<file path="src/hw/acc_defines.svh">
// Register offsets, field positions, masks and reset values for the ASI clock/channel bank.
// Included by the register bank, the host model and the bench; holds definitions only.
`ifndef ACC_DEFINES_SVH
`define ACC_DEFINES_SVH

// Control-bus target address (arbitrary value)
`define ACC_I2C_ADDR 7'h2a
// Register offsets
`define ACC_PAGE_OFS 8'h00
`define ACC_CLK_CFG_OFS 8'h0d
`define ACC_ADC_CFG_OFS 8'h0e
`define ACC_DAC_CFG_OFS 8'h0f
`define ACC_REG_PAGE 8'h00
// Field positions
`define ACC_PRI_OVR_BIT 7
`define ACC_SEC_OVR_BIT 6
`define ACC_PRI_INT_FS_BIT 2
`define ACC_SEC_INT_FS_BIT 1
`define ACC_FORCE_BIT 7
`define ACC_MASK_MSB 6
`define ACC_MASK_LSB 3
// Writable bits; reserved bits stay zero
`define ACC_CLK_CFG_WMASK 8'hc6
`define ACC_CH_CFG_WMASK 8'hf8
`define ACC_RESET_VAL 8'h00
// Bits per byte on the control bus
`define ACC_BYTE_BITS 4'h8
`define ACC_LAST_BIT 4'h7

`endif

</file>
<file path="src/hw/acc_pkg.sv">
// Types shared by the ASI clock/channel register bank.
// Constants live in acc_defines.svh.
package acc_pkg;

typedef enum logic [3:0] {
	ST_IDLE = 4'b0000,
	ST_ADDR = 4'b0001,
	ST_ADDR_ACK = 4'b0010,
	ST_REG = 4'b0011,
	ST_REG_ACK = 4'b0100,
	ST_WDATA = 4'b0101,
	ST_WACK = 4'b0110,
	ST_RDATA = 4'b0111,
	ST_RACK = 4'b1000
} acc_state_t;

typedef struct packed {
	logic [2:0] scl_sync;
	logic [2:0] sda_sync;
	logic scl;
	logic sda;
	logic scl_rise;
	logic scl_fall;
	logic start;
	logic stop;
} acc_cond_t;

typedef struct packed {
	acc_state_t state;
	logic [3:0] cnt;
	logic [7:0] shift;
	logic rw;
	logic [7:0] ptr;
	logic [7:0] page;
	logic [7:0] clk_cfg;
	logic [7:0] adc_cfg;
	logic [7:0] dac_cfg;
	logic sda_o;
	logic sda_oe_n;
	logic pri_bclk_out;
	logic pri_fsync_out;
	logic pri_auto_det;
	logic pri_int_fsync;
	logic sec_bclk_out;
	logic sec_fsync_out;
	logic sec_auto_det;
	logic sec_int_fsync;
	logic [3:0] adc_mask;
	logic [3:0] dac_mask;
} acc_regs_t;

endpackage

</file>
<file path="src/hw/acc_pin_cond.sv">
// Control-bus pin conditioner: three-stage synchronisers on SCL and SDA,
// edge pulses and START/STOP detection. Pins are asynchronous to CLK.
`timescale 1ns/1ps
`default_nettype none

module acc_pin_cond
	import acc_pkg::*;
(
	input wire logic clk, // System clock
	input wire logic rst, // Synchronous reset, active high
	input wire logic scl_pin, // Raw SCL
	input wire logic sda_pin, // Raw SDA
	output logic scl, // Filtered SCL level
	output logic sda, // Filtered SDA level
	output logic scl_rise, // One-cycle pulse on SCL rise
	output logic scl_fall, // One-cycle pulse on SCL fall
	output logic start, // START or repeated START
	output logic stop // STOP
);

	acc_cond_t st;
	acc_cond_t next_st;

	always_comb
	begin
		next_st = st;
		next_st.scl_sync = {st.scl_sync[1:0], scl_pin};
		next_st.sda_sync = {st.sda_sync[1:0], sda_pin};
		// A change counts once the second and third stages agree
		if (st.scl_sync[1] == st.scl_sync[2])
		begin
			next_st.scl = st.scl_sync[2];
		end
		if (st.sda_sync[1] == st.sda_sync[2])
		begin
			next_st.sda = st.sda_sync[2];
		end
		next_st.scl_rise = !st.scl && next_st.scl;
		next_st.scl_fall = st.scl && !next_st.scl;
		next_st.start = st.scl && next_st.scl && st.sda && !next_st.sda;
		next_st.stop = st.scl && next_st.scl && !st.sda && next_st.sda;
	end

	always_ff @(posedge clk)
	begin
		if (rst)
		begin
			st <= '{scl_sync: 3'h7, sda_sync: 3'h7, scl: 1'b1, sda: 1'b1, default: 1'b0};
		end
		else
		begin
			st <= next_st;
		end
	end

	assign scl = st.scl;
	assign sda = st.sda;
	assign scl_rise = st.scl_rise;
	assign scl_fall = st.scl_fall;
	assign start = st.start;
	assign stop = st.stop;

endmodule

`default_nettype wire

</file>
<file path="src/hw/acc_regs.sv">
// ASI clock-role and dynamic channel-limit register bank behind the control-bus
// target. Role selects and dynamic limit selectors come from same-clock logic.
//
// Functional notes
// - Primary override 0 follows role select; 1 disables autodetect
// - Primary override: select 0 BCLK in/FSYNC out
// - Secondary override 0 follows select; 1 disables autodetect
// - Secondary override: select 0 BCLK in/FSYNC out
// - Primary controller frame sync internal when bit set
// - Secondary controller frame sync internal when bit set
// - ADC force bit picks custom mask limit
// - ADC mask bits 6-3 enable channels 4-1
// - DAC force bit picks custom mask limit
// - DAC mask bits 6-3 enable channels 4-1
// - Page register at zero selects page
`timescale 1ns/1ps
`default_nettype none
`include "acc_defines.svh"

module acc_regs
	import acc_pkg::*;
(
	input wire logic CLK, // 250 MHz clock
	input wire logic RST, // Synchronous reset, active high
	input wire logic SCL_I, // Control-bus clock pin
	input wire logic SDA_I, // Control-bus data pin, input
	output logic SDA_O, // Control-bus data pin, output level (always 0)
	output logic SDA_OE_N, // Low while pulling SDA low
	input wire logic PRIMARY_ROLE_SELECT, // Primary controller/target select
	input wire logic SECONDARY_ROLE_SELECT, // Secondary controller/target select
	input wire logic [1:0] ADC_DYNAMIC_LIMIT_SELECT, // ADC dynamic max channels - 1
	input wire logic [1:0] DAC_DYNAMIC_LIMIT_SELECT, // DAC dynamic max channels - 1
	output logic PRI_BCLK_OUT, // Primary BCLK driven by device
	output logic PRI_FSYNC_OUT, // Primary FSYNC driven by device
	output logic PRI_AUTO_DETECT_EN, // Primary clock auto-detect available
	output logic PRI_INT_FSYNC, // Primary uses internal frame sync
	output logic SEC_BCLK_OUT, // Secondary BCLK driven by device
	output logic SEC_FSYNC_OUT, // Secondary FSYNC driven by device
	output logic SEC_AUTO_DETECT_EN, // Secondary clock auto-detect available
	output logic SEC_INT_FSYNC, // Secondary uses internal frame sync
	output logic [3:0] ADC_CH_MASK, // ADC dynamic-mode channel enables, bit 0 = ch 1
	output logic [3:0] DAC_CH_MASK // DAC dynamic-mode channel enables, bit 0 = ch 1
);

	acc_regs_t st;
	acc_regs_t next_st;
	logic scl;
	logic sda;
	logic scl_rise;
	logic scl_fall;
	logic start;
	logic stop;

	acc_pin_cond u_pin_cond (
		.clk(CLK),
		.rst(RST),
		.scl_pin(SCL_I),
		.sda_pin(SDA_I),
		.scl(scl),
		.sda(sda),
		.scl_rise(scl_rise),
		.scl_fall(scl_fall),
		.start(start),
		.stop(stop)
	);

	// Returns {bclk_out, fsync_out}
	function automatic logic [1:0] port_role(input logic ovr, input logic sel);
		port_role = ovr ? {sel, !sel} : {sel, sel};
	endfunction

	// Selector n gives the lowest n+1 channels
	function automatic logic [3:0] ch_limit(input logic [7:0] cfg, input logic [1:0] sel);
		ch_limit = cfg[`ACC_FORCE_BIT] ? cfg[`ACC_MASK_MSB:`ACC_MASK_LSB]
			: 4'hf >> ~sel;
	endfunction

	// Register read; offset 0 reads the page register on every page; unmapped addresses and other pages read zero
	function automatic logic [7:0] read_reg(input acc_regs_t s, input logic [7:0] a);
		logic [7:0] d;
		d = 8'h00;
		if (a == `ACC_PAGE_OFS)
		begin
			d = s.page;
		end
		else if (s.page == `ACC_REG_PAGE)
		begin
			case (a)
				`ACC_CLK_CFG_OFS: d = s.clk_cfg;
				`ACC_ADC_CFG_OFS: d = s.adc_cfg;
				`ACC_DAC_CFG_OFS: d = s.dac_cfg;
				default: d = 8'h00;
			endcase
		end
		read_reg = d;
	endfunction

	always_comb
	begin
		next_st = st;
		next_st.sda_o = 1'b0;
		{next_st.pri_bclk_out, next_st.pri_fsync_out} =
			port_role(st.clk_cfg[`ACC_PRI_OVR_BIT], PRIMARY_ROLE_SELECT);
		{next_st.sec_bclk_out, next_st.sec_fsync_out} =
			port_role(st.clk_cfg[`ACC_SEC_OVR_BIT], SECONDARY_ROLE_SELECT);
		next_st.pri_auto_det = !st.clk_cfg[`ACC_PRI_OVR_BIT];
		next_st.sec_auto_det = !st.clk_cfg[`ACC_SEC_OVR_BIT];
		// Controller mode: the device drives BCLK
		next_st.pri_int_fsync = PRIMARY_ROLE_SELECT && st.clk_cfg[`ACC_PRI_INT_FS_BIT];
		next_st.sec_int_fsync = SECONDARY_ROLE_SELECT && st.clk_cfg[`ACC_SEC_INT_FS_BIT];
		next_st.adc_mask = ch_limit(st.adc_cfg, ADC_DYNAMIC_LIMIT_SELECT);
		next_st.dac_mask = ch_limit(st.dac_cfg, DAC_DYNAMIC_LIMIT_SELECT);
		if (stop)
		begin
			next_st.state = ST_IDLE;
			next_st.sda_oe_n = 1'b1;
		end
		else if (start)
		begin
			next_st.state = ST_ADDR;
			next_st.cnt = 4'h0;
			next_st.sda_oe_n = 1'b1;
		end
		else
		begin
			case (st.state)
				ST_IDLE:
				begin
					next_st.sda_oe_n = 1'b1;
				end
				ST_ADDR, ST_REG, ST_WDATA:
				begin
					if (scl_rise)
					begin
						next_st.shift = {st.shift[6:0], sda};
						next_st.cnt = st.cnt + 4'h1;
					end
					else if (scl_fall && st.cnt == `ACC_BYTE_BITS)
					begin
						next_st.cnt = 4'h0;
						next_st.sda_oe_n = 1'b0;
						if (st.state == ST_ADDR)
						begin
							next_st.rw = st.shift[0];
							next_st.state = ST_ADDR_ACK;
							if (st.shift[7:1] != `ACC_I2C_ADDR)
							begin
								next_st.sda_oe_n = 1'b1;
								next_st.state = ST_IDLE;
							end
						end
						else if (st.state == ST_REG)
						begin
							next_st.ptr = st.shift;
							next_st.state = ST_REG_ACK;
						end
						else
						begin
							// Write takes effect at the end of the byte
							if (st.ptr == `ACC_PAGE_OFS)
							begin
								next_st.page = st.shift;
							end
							else if (st.page == `ACC_REG_PAGE)
							begin
								case (st.ptr)
									`ACC_CLK_CFG_OFS: next_st.clk_cfg = st.shift & `ACC_CLK_CFG_WMASK;
									`ACC_ADC_CFG_OFS: next_st.adc_cfg = st.shift & `ACC_CH_CFG_WMASK;
									`ACC_DAC_CFG_OFS: next_st.dac_cfg = st.shift & `ACC_CH_CFG_WMASK;
									default: next_st.page = st.page;
								endcase
							end
							next_st.ptr = st.ptr + 8'h01;
							next_st.state = ST_WACK;
						end
					end
				end
				ST_ADDR_ACK, ST_REG_ACK, ST_WACK:
				begin
					if (scl_fall)
					begin
						next_st.sda_oe_n = 1'b1;
						next_st.cnt = 4'h0;
						next_st.state = (st.state == ST_ADDR_ACK) ? ST_REG : ST_WDATA;
						if (st.state == ST_ADDR_ACK && st.rw)
						begin
							next_st.shift = read_reg(st, st.ptr);
							next_st.sda_oe_n = next_st.shift[7];
							next_st.ptr = st.ptr + 8'h01;
							next_st.state = ST_RDATA;
						end
					end
				end
				ST_RDATA:
				begin
					if (scl_fall)
					begin
						if (st.cnt == `ACC_LAST_BIT)
						begin
							next_st.sda_oe_n = 1'b1;
							next_st.cnt = 4'h0;
							next_st.state = ST_RACK;
						end
						else
						begin
							next_st.shift = {st.shift[6:0], 1'b0};
							next_st.sda_oe_n = st.shift[6];
							next_st.cnt = st.cnt + 4'h1;
						end
					end
				end
				ST_RACK:
				begin
					if (scl_rise && sda)
					begin
						next_st.state = ST_IDLE;
					end
					else if (scl_fall)
					begin
						next_st.shift = read_reg(st, st.ptr);
						next_st.sda_oe_n = next_st.shift[7];
						next_st.ptr = st.ptr + 8'h01;
						next_st.state = ST_RDATA;
					end
				end
				default:
				begin
					next_st.state = ST_IDLE;
					next_st.sda_oe_n = 1'b1;
				end
			endcase
		end
	end

	always_ff @(posedge CLK)
	begin
		if (RST)
		begin
			st <= '{state: ST_IDLE, sda_oe_n: 1'b1, pri_auto_det: 1'b1, sec_auto_det: 1'b1,
				adc_mask: 4'h1, dac_mask: 4'h1, default: '0};
		end
		else
		begin
			st <= next_st;
		end
	end

	assign {SDA_O, SDA_OE_N} = {st.sda_o, st.sda_oe_n};
	assign {PRI_BCLK_OUT, PRI_FSYNC_OUT, PRI_AUTO_DETECT_EN, PRI_INT_FSYNC} =
		{st.pri_bclk_out, st.pri_fsync_out, st.pri_auto_det, st.pri_int_fsync};
	assign {SEC_BCLK_OUT, SEC_FSYNC_OUT, SEC_AUTO_DETECT_EN, SEC_INT_FSYNC} =
		{st.sec_bclk_out, st.sec_fsync_out, st.sec_auto_det, st.sec_int_fsync};
	assign {ADC_CH_MASK, DAC_CH_MASK} = {st.adc_mask, st.dac_mask};

	pri_standard_a: assert property (@(posedge CLK) disable iff (RST)
		!st.clk_cfg[7] |=> PRI_AUTO_DETECT_EN && PRI_FSYNC_OUT == PRI_BCLK_OUT)
		else $error("primary standard role wrong");
	pri_override_a: assert property (@(posedge CLK) disable iff (RST)
		st.clk_cfg[7] |=> !PRI_AUTO_DETECT_EN && PRI_FSYNC_OUT == !$past(PRIMARY_ROLE_SELECT)
		&& PRI_BCLK_OUT == $past(PRIMARY_ROLE_SELECT))
		else $error("primary override role wrong");
	sec_standard_a: assert property (@(posedge CLK) disable iff (RST)
		!st.clk_cfg[6] |=> SEC_AUTO_DETECT_EN && SEC_FSYNC_OUT == SEC_BCLK_OUT)
		else $error("secondary standard role wrong");
	sec_override_a: assert property (@(posedge CLK) disable iff (RST)
		st.clk_cfg[6] |=> !SEC_AUTO_DETECT_EN && SEC_BCLK_OUT == $past(SECONDARY_ROLE_SELECT)
		&& SEC_FSYNC_OUT != SEC_BCLK_OUT)
		else $error("secondary override role wrong");
	pri_int_fsync_a: assert property (@(posedge CLK) disable iff (RST)
		PRI_INT_FSYNC |-> $past(st.clk_cfg[2]) && $past(PRIMARY_ROLE_SELECT))
		else $error("primary internal fsync without cause");
	sec_int_fsync_a: assert property (@(posedge CLK) disable iff (RST)
		(st.clk_cfg[1] && SECONDARY_ROLE_SELECT) |=> SEC_INT_FSYNC)
		else $error("secondary internal fsync missing");
	adc_custom_a: assert property (@(posedge CLK) disable iff (RST)
		st.adc_cfg[7] |=> ADC_CH_MASK == $past(st.adc_cfg[6:3]))
		else $error("adc custom limit not applied");
	dac_select_a: assert property (@(posedge CLK) disable iff (RST)
		(!st.dac_cfg[7] && DAC_DYNAMIC_LIMIT_SELECT == 2'h1) |=> DAC_CH_MASK == 4'h3)
		else $error("dac selector limit wrong");
	reserved_zero_a: assert property (@(posedge CLK) disable iff (RST)
		(st.clk_cfg & 8'h39) == 8'h00 && st.adc_cfg[2:0] == 3'h0 && st.dac_cfg[2:0] == 3'h0)
		else $error("reserved bit set");
	paged_write_a: assert property (@(posedge CLK) disable iff (RST)
		$changed(st.dac_cfg) |-> $past(st.page) == 8'h00 && $past(st.state) == ST_WDATA)
		else $error("register changed off page zero");
	reset_zero_a: assert property (@(posedge CLK)
		$past(RST) |-> st.clk_cfg == 8'h00 && st.adc_cfg == 8'h00 && st.page == 8'h00)
		else $error("register not zero after reset");

endmodule

`default_nettype wire

</file>
<file path="config.mk">
export PLATFORM = sky130hd
export DESIGN_NAME = acc_regs
export DESIGN_NICKNAME = d
export VERILOG_FILES = /design/src/hw/acc_pkg.sv /design/src/hw/acc_pin_cond.sv /design/src/hw/acc_regs.sv
export VERILOG_INCLUDE_DIRS = /design/src /design/src/hw
export SDC_FILE = /design/constraint.sdc
export NUM_CORES = 1
export LEC_CHECK = 0
export ABC_AREA = 1
export BUFFER_PORTS_ARGS = -buffer_cell sky130_fd_sc_hd__clkbuf_2
export CAP_MARGIN = 10
export CORE_MARGIN = 3
export CORE_UTILIZATION = 46
export CTS_CLUSTER_SIZE = 28
export DETAILED_ROUTE_END_ITERATION = 7
export PLACE_DENSITY = 0.73
export SETUP_SLACK_MARGIN = 0.2
export SLEW_MARGIN = 25
export SYNTH_ARGS = -nofsm -noshare
export SYNTH_HDL_FRONTEND = slang
export SYNTH_SLANG_ARGS = --single-unit
</file>
<file path="constraint.sdc">
create_clock -name CLK -period 1.9 [get_ports CLK]
set_input_delay 0.19 -clock CLK [delete_from_list [all_inputs] [get_ports CLK]]
set_output_delay 0.19 -clock CLK [all_outputs]
set_load 0.02 [all_outputs]
</file>
==> results of run 1 <==
==> path summary, 6_finish.rpt <==
check                         from                     end  cells after the start
max reg2reg                 st[50]                  st[36]                     12
min reg2reg  u_pin_cond.next_st[7]   u_pin_cond.next_st[8]                      1
max                         st[50]                  st[36]                     12
min                          SCL_I  u_pin_cond.next_st[10]                      2
==> power groups by stage <==
| stage | Combinational, W | Clock (W) | Sequential, W |
|---|---|---|---|
| floorplan | 0.00222 | 0 | 0.00204 |
| global placement | 0.00283 | 0 | 0.00210 |
| detailed placement | 0.00285 | 0 | 0.00211 |
| CTS | 0.00302 | 0.00168 | 0.00208 |
| global route | 0.00418 | 0.00176 | 0.00219 |
| finish | 0.00374 | 0.00167 | 0.00216 |
==> cells by family (layout without fill, tap and decap cells) <==
logic type / count (synthesis) / count (layout)
AND/OR/NAND/NOR: 329 / 332
AO/OA/AOI/OAI: 87 / 87
buffers and inverters: 85 / 130
flip-flops: 76 / 76
adder cells (fa/ha/maj): 6 / 6
XOR/XNOR: 5 / 5
other: 1 / 1
==> metrics by stage <==
step           util [%]  total power (W)  area (um^2)  hold slack (ns)  std cells
2_1_floorplan         -         0.004256         3928           0.2938        589
3_3_place_gp      50.38         0.004925         4160           0.3751        713
3_5_place_dp      50.38         0.004959         4160           0.3781        713
4_1_cts           54.42         0.006784         4494         0.006301        732
5_1_grt           59.05         0.008127         4876          0.01116        742
6_report          59.05         0.007568         4876          0.01974        742
==> layout by cell type, fill, tap and decap left out, types with 3 or more instances in the layout <==
master,count
xor2_1,3
nor2_1,85
clkbuf_2,26
dfxtp_1,64
ha_2,3
nor2_4,9
nand3_1,28
a211oi_1,3
or2_2,5
buf_4,18
o21ai_1,11
nor3_4,3
nand2_1,139
nor2_2,11
a21oi_2,4
nand3_2,4
o21ai_0,20
a21oi_1,41
clkbuf_8,9
nand2_4,12
dfxtp_2,6
nand3_4,3
inv_1,47
nand4_1,5
nor3_1,9
bufinv_16,4
dfxtp_4,6
buf_6,5
inv_2,14
nand2_2,12
==> layer usage <==
metal	vias to the layer above	routed length (um)
met5	-	0
met3	29	637
li1	1964	-
met2	138	4750
met1	1796	4526
met4	0	325
==> synth_stat cells <==
cell,number,area share [%]
a211oi_1,3,0.57
a21oi_1,46,5.9
a31oi_1,1,0.16
buf_2,5,0.64
buf_4,13,2.5
clkbuf_1,3,0.29
conb_1,1,0.095
dfxtp_1,76,39
ha_1,6,1.9
inv_1,59,5.6
inv_2,4,0.38
inv_4,1,0.16
nand2_1,151,14
nand2_2,7,1.1
nand2_4,5,1.4
nand3_1,33,4.2
nand3_2,2,0.51
nand3b_1,1,0.19
nand4_1,5,0.80
nand4_2,1,0.32
nor2_1,97,9.3
nor2_2,5,0.80
nor2_4,2,0.57
nor3_1,11,1.4
nor3_4,2,0.83
nor3b_1,1,0.19
nor4_1,1,0.16
o211ai_1,2,0.38
o21a_1,1,0.19
o21ai_0,33,4.2
o22ai_1,1,0.16
or2_2,5,0.80
xnor2_1,2,0.45
xor2_1,3,0.67
==> repair_timing <==
item,CTS,global route
hold endpoints to repair,0,0
pin swaps,2,17
setup endpoints to repair,34,47
gates resized for setup,19,99
gates cloned,1,3
setup buffers,2,7
==> cell type report <==
class / count / area, um^2
inverters: 64 / 249.0
well taps: 105 / 131.4
fillers: 745 / 3382
clock buffers: 9 / 123.9
multi-input cells: 431 / 2332
repair buffers: 50 / 341.6
clock inverters: 7 / 146.4
flip-flops and latches: 76 / 1551
==> state kept, by name, indices dropped and copies added (netlist names), 2 cells and up <==
signal	count
ADC_CH_MASK	4
DAC_CH_MASK	4
st	47
u_pin_cond.next_st	4
u_pin_cond.st	2
==> run metrics, run 1 <==
status=finished clean; Post-Synth Adder-Cell Area=1.911%; DRT Pass-1 Iters=5; worst vdd ir=0.8310 mV; sequential area share after synthesis=38.74%; Mapped Nets=605; flop2flop setup slack=0.21 ns; Antenna Diode Count=0; Final Skew=0.008781 ns; Setup CP Type=register to register; compound-cell area share of the yosys netlist=11.53%; die area=9683 um^2; Combinational Power Share=49.4%; clk_lat worst skew=0.36 ns; CP required=2.19 ns; synth-to-layout area growth=24.15%; largest family of logic cells by synthesized area=simple AND/OR/NAND/NOR gates; GRT met3 Usage=3.000%; Vias/cell=5.292; nature of the critical path endpoint=register; Arr. time, crit path=1.98 ns; Buf/Inv on CP=3; CTS tree=yes; Pwr Density=1552 nW/um^2; via count=3927; Ports=28; Final ANT Viol Nets=0; kind of cell adding the most delay to the critical path=simple AND/OR/NAND/NOR gates; DR DRC count=0; M2 GR Usage=31.05%; Die Width=98.40 um; fin worst setup slack=0.2101 ns; Syn Inst Count=589; setup_tns=0 ns; Final min period=1.690 ns; Slew Viols, Final=0; Syn Area/Cell=6.668 um^2; Reg clk slew, reported paths=0.08 ns; post-cts hold buffer count=0; Clock Tree Root=clkbuf_8; Clock Sinks=76; Pint=0.004162 W; row cnt=33; PortBufs=26; Max Freq=0.5918 GHz; Starting Density=47.56%; DR WL/cell=13.80 um; Crit Path Max Fanout=8; gr usage total=20.12%; Yosys cell types=34; pin count of the biggest net entering global routing=28; vias in the first global route=3533; RSZ-0062 raised after global routing=true; xor and xnor area share after synthesis=1.115%; Clk pwr share=22.0%; CP max stage delay=0.39 ns; Final nets=648; GR met1 Demand/Resource=27.69%; sw frac=45.00%; antenna violations before repair=0; Fin. Hold Viols=0; GR peak layer=met2; pre-CTS WS=0.08598 ns; final wirelength=10240 um; sw power=0.003406 W; CORE AREA=8258 um^2; Yosys reg bits=76; total CTS buffers=9; Simple-Gate Fraction of Synth Area=37.02%; grt ovf=0; H-tree Lvls=3; max_cap viols=0; P_leak=2.258 nW; CP startpoint kind=register; worst min-delay path class=input port to register; Worst path slowest cell=dfxtp_4; initial DRC count=244; Flop pwr share=28.6%; multiplexer share of the synthesized area=0%; CTS max path bufs=2; Final setup viols=0; CP cell instances=inv_2 -> ha_2 -> inv_2 -> nor3_4 -> nand2_4 -> nand2_4 -> nor3_4 -> buf_6 -> nand2_8 -> nand2_1 -> nand2_1 -> nor2_1; DP Wirelength=6827 um; share of layout cells above drive strength 1=26.53%; synthesized area=3928 um^2; Yosys warnings=0; RD Place Congestion=0.9422; first-pass GRT wire length=16010 um; Tcrit/Tclk final=88.94%; Die Height=98.40 um
Power figures use the tool's default switching activity.
==> inputs of run 2 (changes only) <==
--- a/config.mk
+++ b/config.mk
@@ -13,9 +13,11 @@
 export CORE_UTILIZATION = 46
 export CTS_CLUSTER_SIZE = 28
 export DETAILED_ROUTE_END_ITERATION = 7
-export PLACE_DENSITY = 0.73
+export MAX_ROUTING_LAYER = met4
+export PLACE_DENSITY = 0.72
 export SETUP_SLACK_MARGIN = 0.2
 export SLEW_MARGIN = 25
 export SYNTH_ARGS = -nofsm -noshare
 export SYNTH_HDL_FRONTEND = slang
+export SYNTH_HIERARCHICAL = 1
 export SYNTH_SLANG_ARGS = --single-unit
==> run 2 against run 1 <==
Net effect:
- synthesized area is 4.8% higher
- non-clock buffer count rose by 7
- sequential share of layout area shrank 1.9 points
- wire length is 12% higher
- critical path type unchanged
- critical endpoint unchanged
- largest cell class unchanged
- highest routed layer unchanged
==> run metrics, run 2 <==
status=finished clean; fin worst setup slack=0.2322 ns (+0.02206 ns); most common cell after layout, fill and taps aside=nand2_1; Worst path slowest cell=dfxtp_1; PortBufs=26 (unchanged); CTS max path bufs=2 (unchanged); Slew Viols, Final=0 (unchanged); Post-synth top cells=160 x nand2_1, 98 x nor2_1, 76 x dfxtp_1; setup_tns=0 ns (unchanged); antenna violations before repair=0 (unchanged); post-cts hold buffer count=0 (unchanged); Pint=0.002524 W (-39%); top-count cell post-synth=nand2_1; Max Freq=0.5996 GHz (+1.3%); sequential area share after synthesis=36.97% (-1.8 points); sw power=0.0007616 W (-78%); CP max stage delay=0.37 ns (-0.02 ns); Mapped Nets=637 (+5.3%); grt ovf=0 (unchanged); via count=4244 (+8.1%); Synth top area share=36.97% (-1.8 points); worst min-delay path class=input port to register; Combinational Power Share=3.0% (-46 points); DR WL/cell=14.69 um (+6.4%); CORE AREA=8464 um^2 (+2.5%); Clk pwr share=48.3% (+26 points); Buf/Inv on CP=2 (-1); Hold Slack=0.005223 ns (-0.01452 ns); synth-to-layout area growth=26.36%; max reg flops=47 (unchanged); total CTS buffers=9 (unchanged); CTS tree=yes; top post-synthesis cells by area=dfxtp_1 37%, nand2_1 15%, nor2_1 8.9%; most frequent cells in the layout=148 x nand2_1, 88 x nor2_1, 64 x dfxtp_1; pin count of the biggest net entering global routing=34 (+21%); Final setup viols=0 (unchanged); Power, Total=0.003286 W (-57%); Ports=28 (unchanged); Core Util, Final=61.43% (+2.4 points); Syn Area/Cell=6.627 um^2 (-0.62%); pre-CTS WS=0.08055 ns (-0.005432 ns); compound-cell area share of the yosys netlist=9.121% (-2.4 points); P_leak=2.410 nW (+6.8%); Antenna Diode Count=0 (unchanged); share of layout cells above drive strength 1=28.72% (+2.2 points); Post-synth EDFFs=0 (unchanged); DRT Pass-1 Iters=6 (+1); Clock Tree Root=clkbuf_8; DP Wirelength=7299 um (+6.9%); Clock Sinks=76 (unchanged); initial DRC count=392 (+61%); Yosys cell types=36 (+5.9%); final wirelength=11520 um (+12%); max_cap viols=0 (unchanged); Final min period=1.668 ns (-0.02206 ns); xor and xnor area share after synthesis=1.064% (-0.051 points); clk_lat worst skew=0.37 ns (about the same); Setup CP Type=register to register; cell taking the most area after synthesis=dfxtp_1; Yosys warnings=6 (+6); largest family of logic cells by synthesized area=simple AND/OR/NAND/NOR gates; Starting Density=48.62% (+1.1 points); Reg clk slew, reported paths=0.09 ns (about the same); sw frac=23.18% (-22 points); Largest Register=st; Syn Inst Count=621 (+5.4%); Die Height=100.6 um (+2.2%); Final Skew=0.01494 ns (+0.006163 ns); Arr. time, crit path=1.94 ns (-0.04 ns); worst vdd ir=0.3969 mV (-52%); RD Place Congestion=0.9288 (-1.4%); Crit Path Max Fanout=8 (unchanged); kind of cell adding the most delay to the critical path=simple AND/OR/NAND/NOR gates; CP cell instances=nor2_2 -> nand2_4 -> nor4_4 -> buf_4 -> nor2_4 -> buf_12 -> nand3_4 -> nand2_1 -> nand2_1 -> nor2_1; vias in the first global route=3632 (+2.8%); Flop pwr share=48.8% (+20 points); row cnt=33 (unchanged); Final nets=690 (+6.5%); Pwr Density=631.9 nW/um^2 (-59%); Yosys reg bits=76 (unchanged); Post-Synth Adder-Cell Area=1.824% (-0.087 points); most used cell, CP=nand2_1; Die Width=100.6 um (+2.2%); Main synth FF type=dfxtp_1; die area=10120 um^2 (+4.5%); first-pass GRT wire length=16940 um (+5.8%); Final ANT Viol Nets=0 (unchanged); Tcrit/Tclk final=87.78% (-1.2 points); gr usage total=21.42% (+1.3 points); multiplexer share of the synthesized area=0% (unchanged); CP startpoint kind=register; Post-synth ARST share=0% (unchanged); Vias/cell=5.413 (+2.3%); synthesized area=4115 um^2 (+4.8%); Simple-Gate Fraction of Synth Area=41.41% (+4.4 points); H-tree Lvls=3 (unchanged); nature of the critical path endpoint=register; DR DRC count=0 (unchanged); RSZ-0062 raised after global routing=true; CP required=2.17 ns (-0.02 ns); Fin. Hold Viols=0 (unchanged)
==> run 2: path summary, 6_finish.rpt <==
| kind | slack (ns) | depth (start not counted) | endpoint | startpoint |
|---|---|---|---|---|
| max reg2reg | 0.23 | 10 | st[36] | st[56] |
| max | 0.23 | 10 | st[36] | st[56] |
| min | 0.005 | 2 | u_pin_cond/next_st[7] | SDA_I |
| min reg2reg | 0.41 | 1 | SEC_AUTO_DETECT_EN | st[40] |
==> run 2: cell type report <==
class                      instances  area, um^2
timing repair buffer              57       427.9
clock buffer                       9       123.9
sequential                        76        1556
tap                              105       131.4
inverter                          73       276.5
fill                             715        3264
multi-input combinational        457        2556
clock inverter                     7       127.6
==> run 2: cell families after synthesis <==
| family | count (synthesis) |
|---|---|
| flops | 76 |
| xor+xnor | 5 |
| buf+inv | 93 |
| compound gates | 72 |
| simple gates | 368 |
| fa+ha+maj | 6 |
| other cells | 1 |
==> run 2: timing repair <==
item                                    4_1_cts  5_1_grt
pin swaps                                     3       30
buffers inserted                              4       15
gates cloned                                  1        5
endpoints found under the setup margin       34       48
resized for setup                            23       86
==> run 2: metal layers <==
| metal | GRT usage, % | routed length [um] | up-vias |
|---|---|---|---|
| li1 | - | - | 2073 |
| met1 | 29.90 | 4934 | 1944 |
| met2 | 30.58 | 5439 | 197 |
| met3 | 3.391 | 913 | 30 |
| met4 | 9.119 | 229 | 0 |
| met5 | - | 0 | - |
==> run 2: stage by stage <==
step	std cells	area (um^2)
final	784	5200
after detailed placement	743	4354
after global routing	784	5200
after global placement	743	4354
after CTS	764	4746
after floorplan	621	4115
==> run 2: power groups by stage <==
stage               combinational, W  sequential (W)  clock [W]
floorplan                  0.0000632         0.00166          0
global placement           0.0000953         0.00165          0
detailed placement         0.0000966         0.00165          0
CTS                        0.0000972         0.00161    0.00160
global route                0.000109         0.00160    0.00167
finish                     0.0000983         0.00160    0.00159
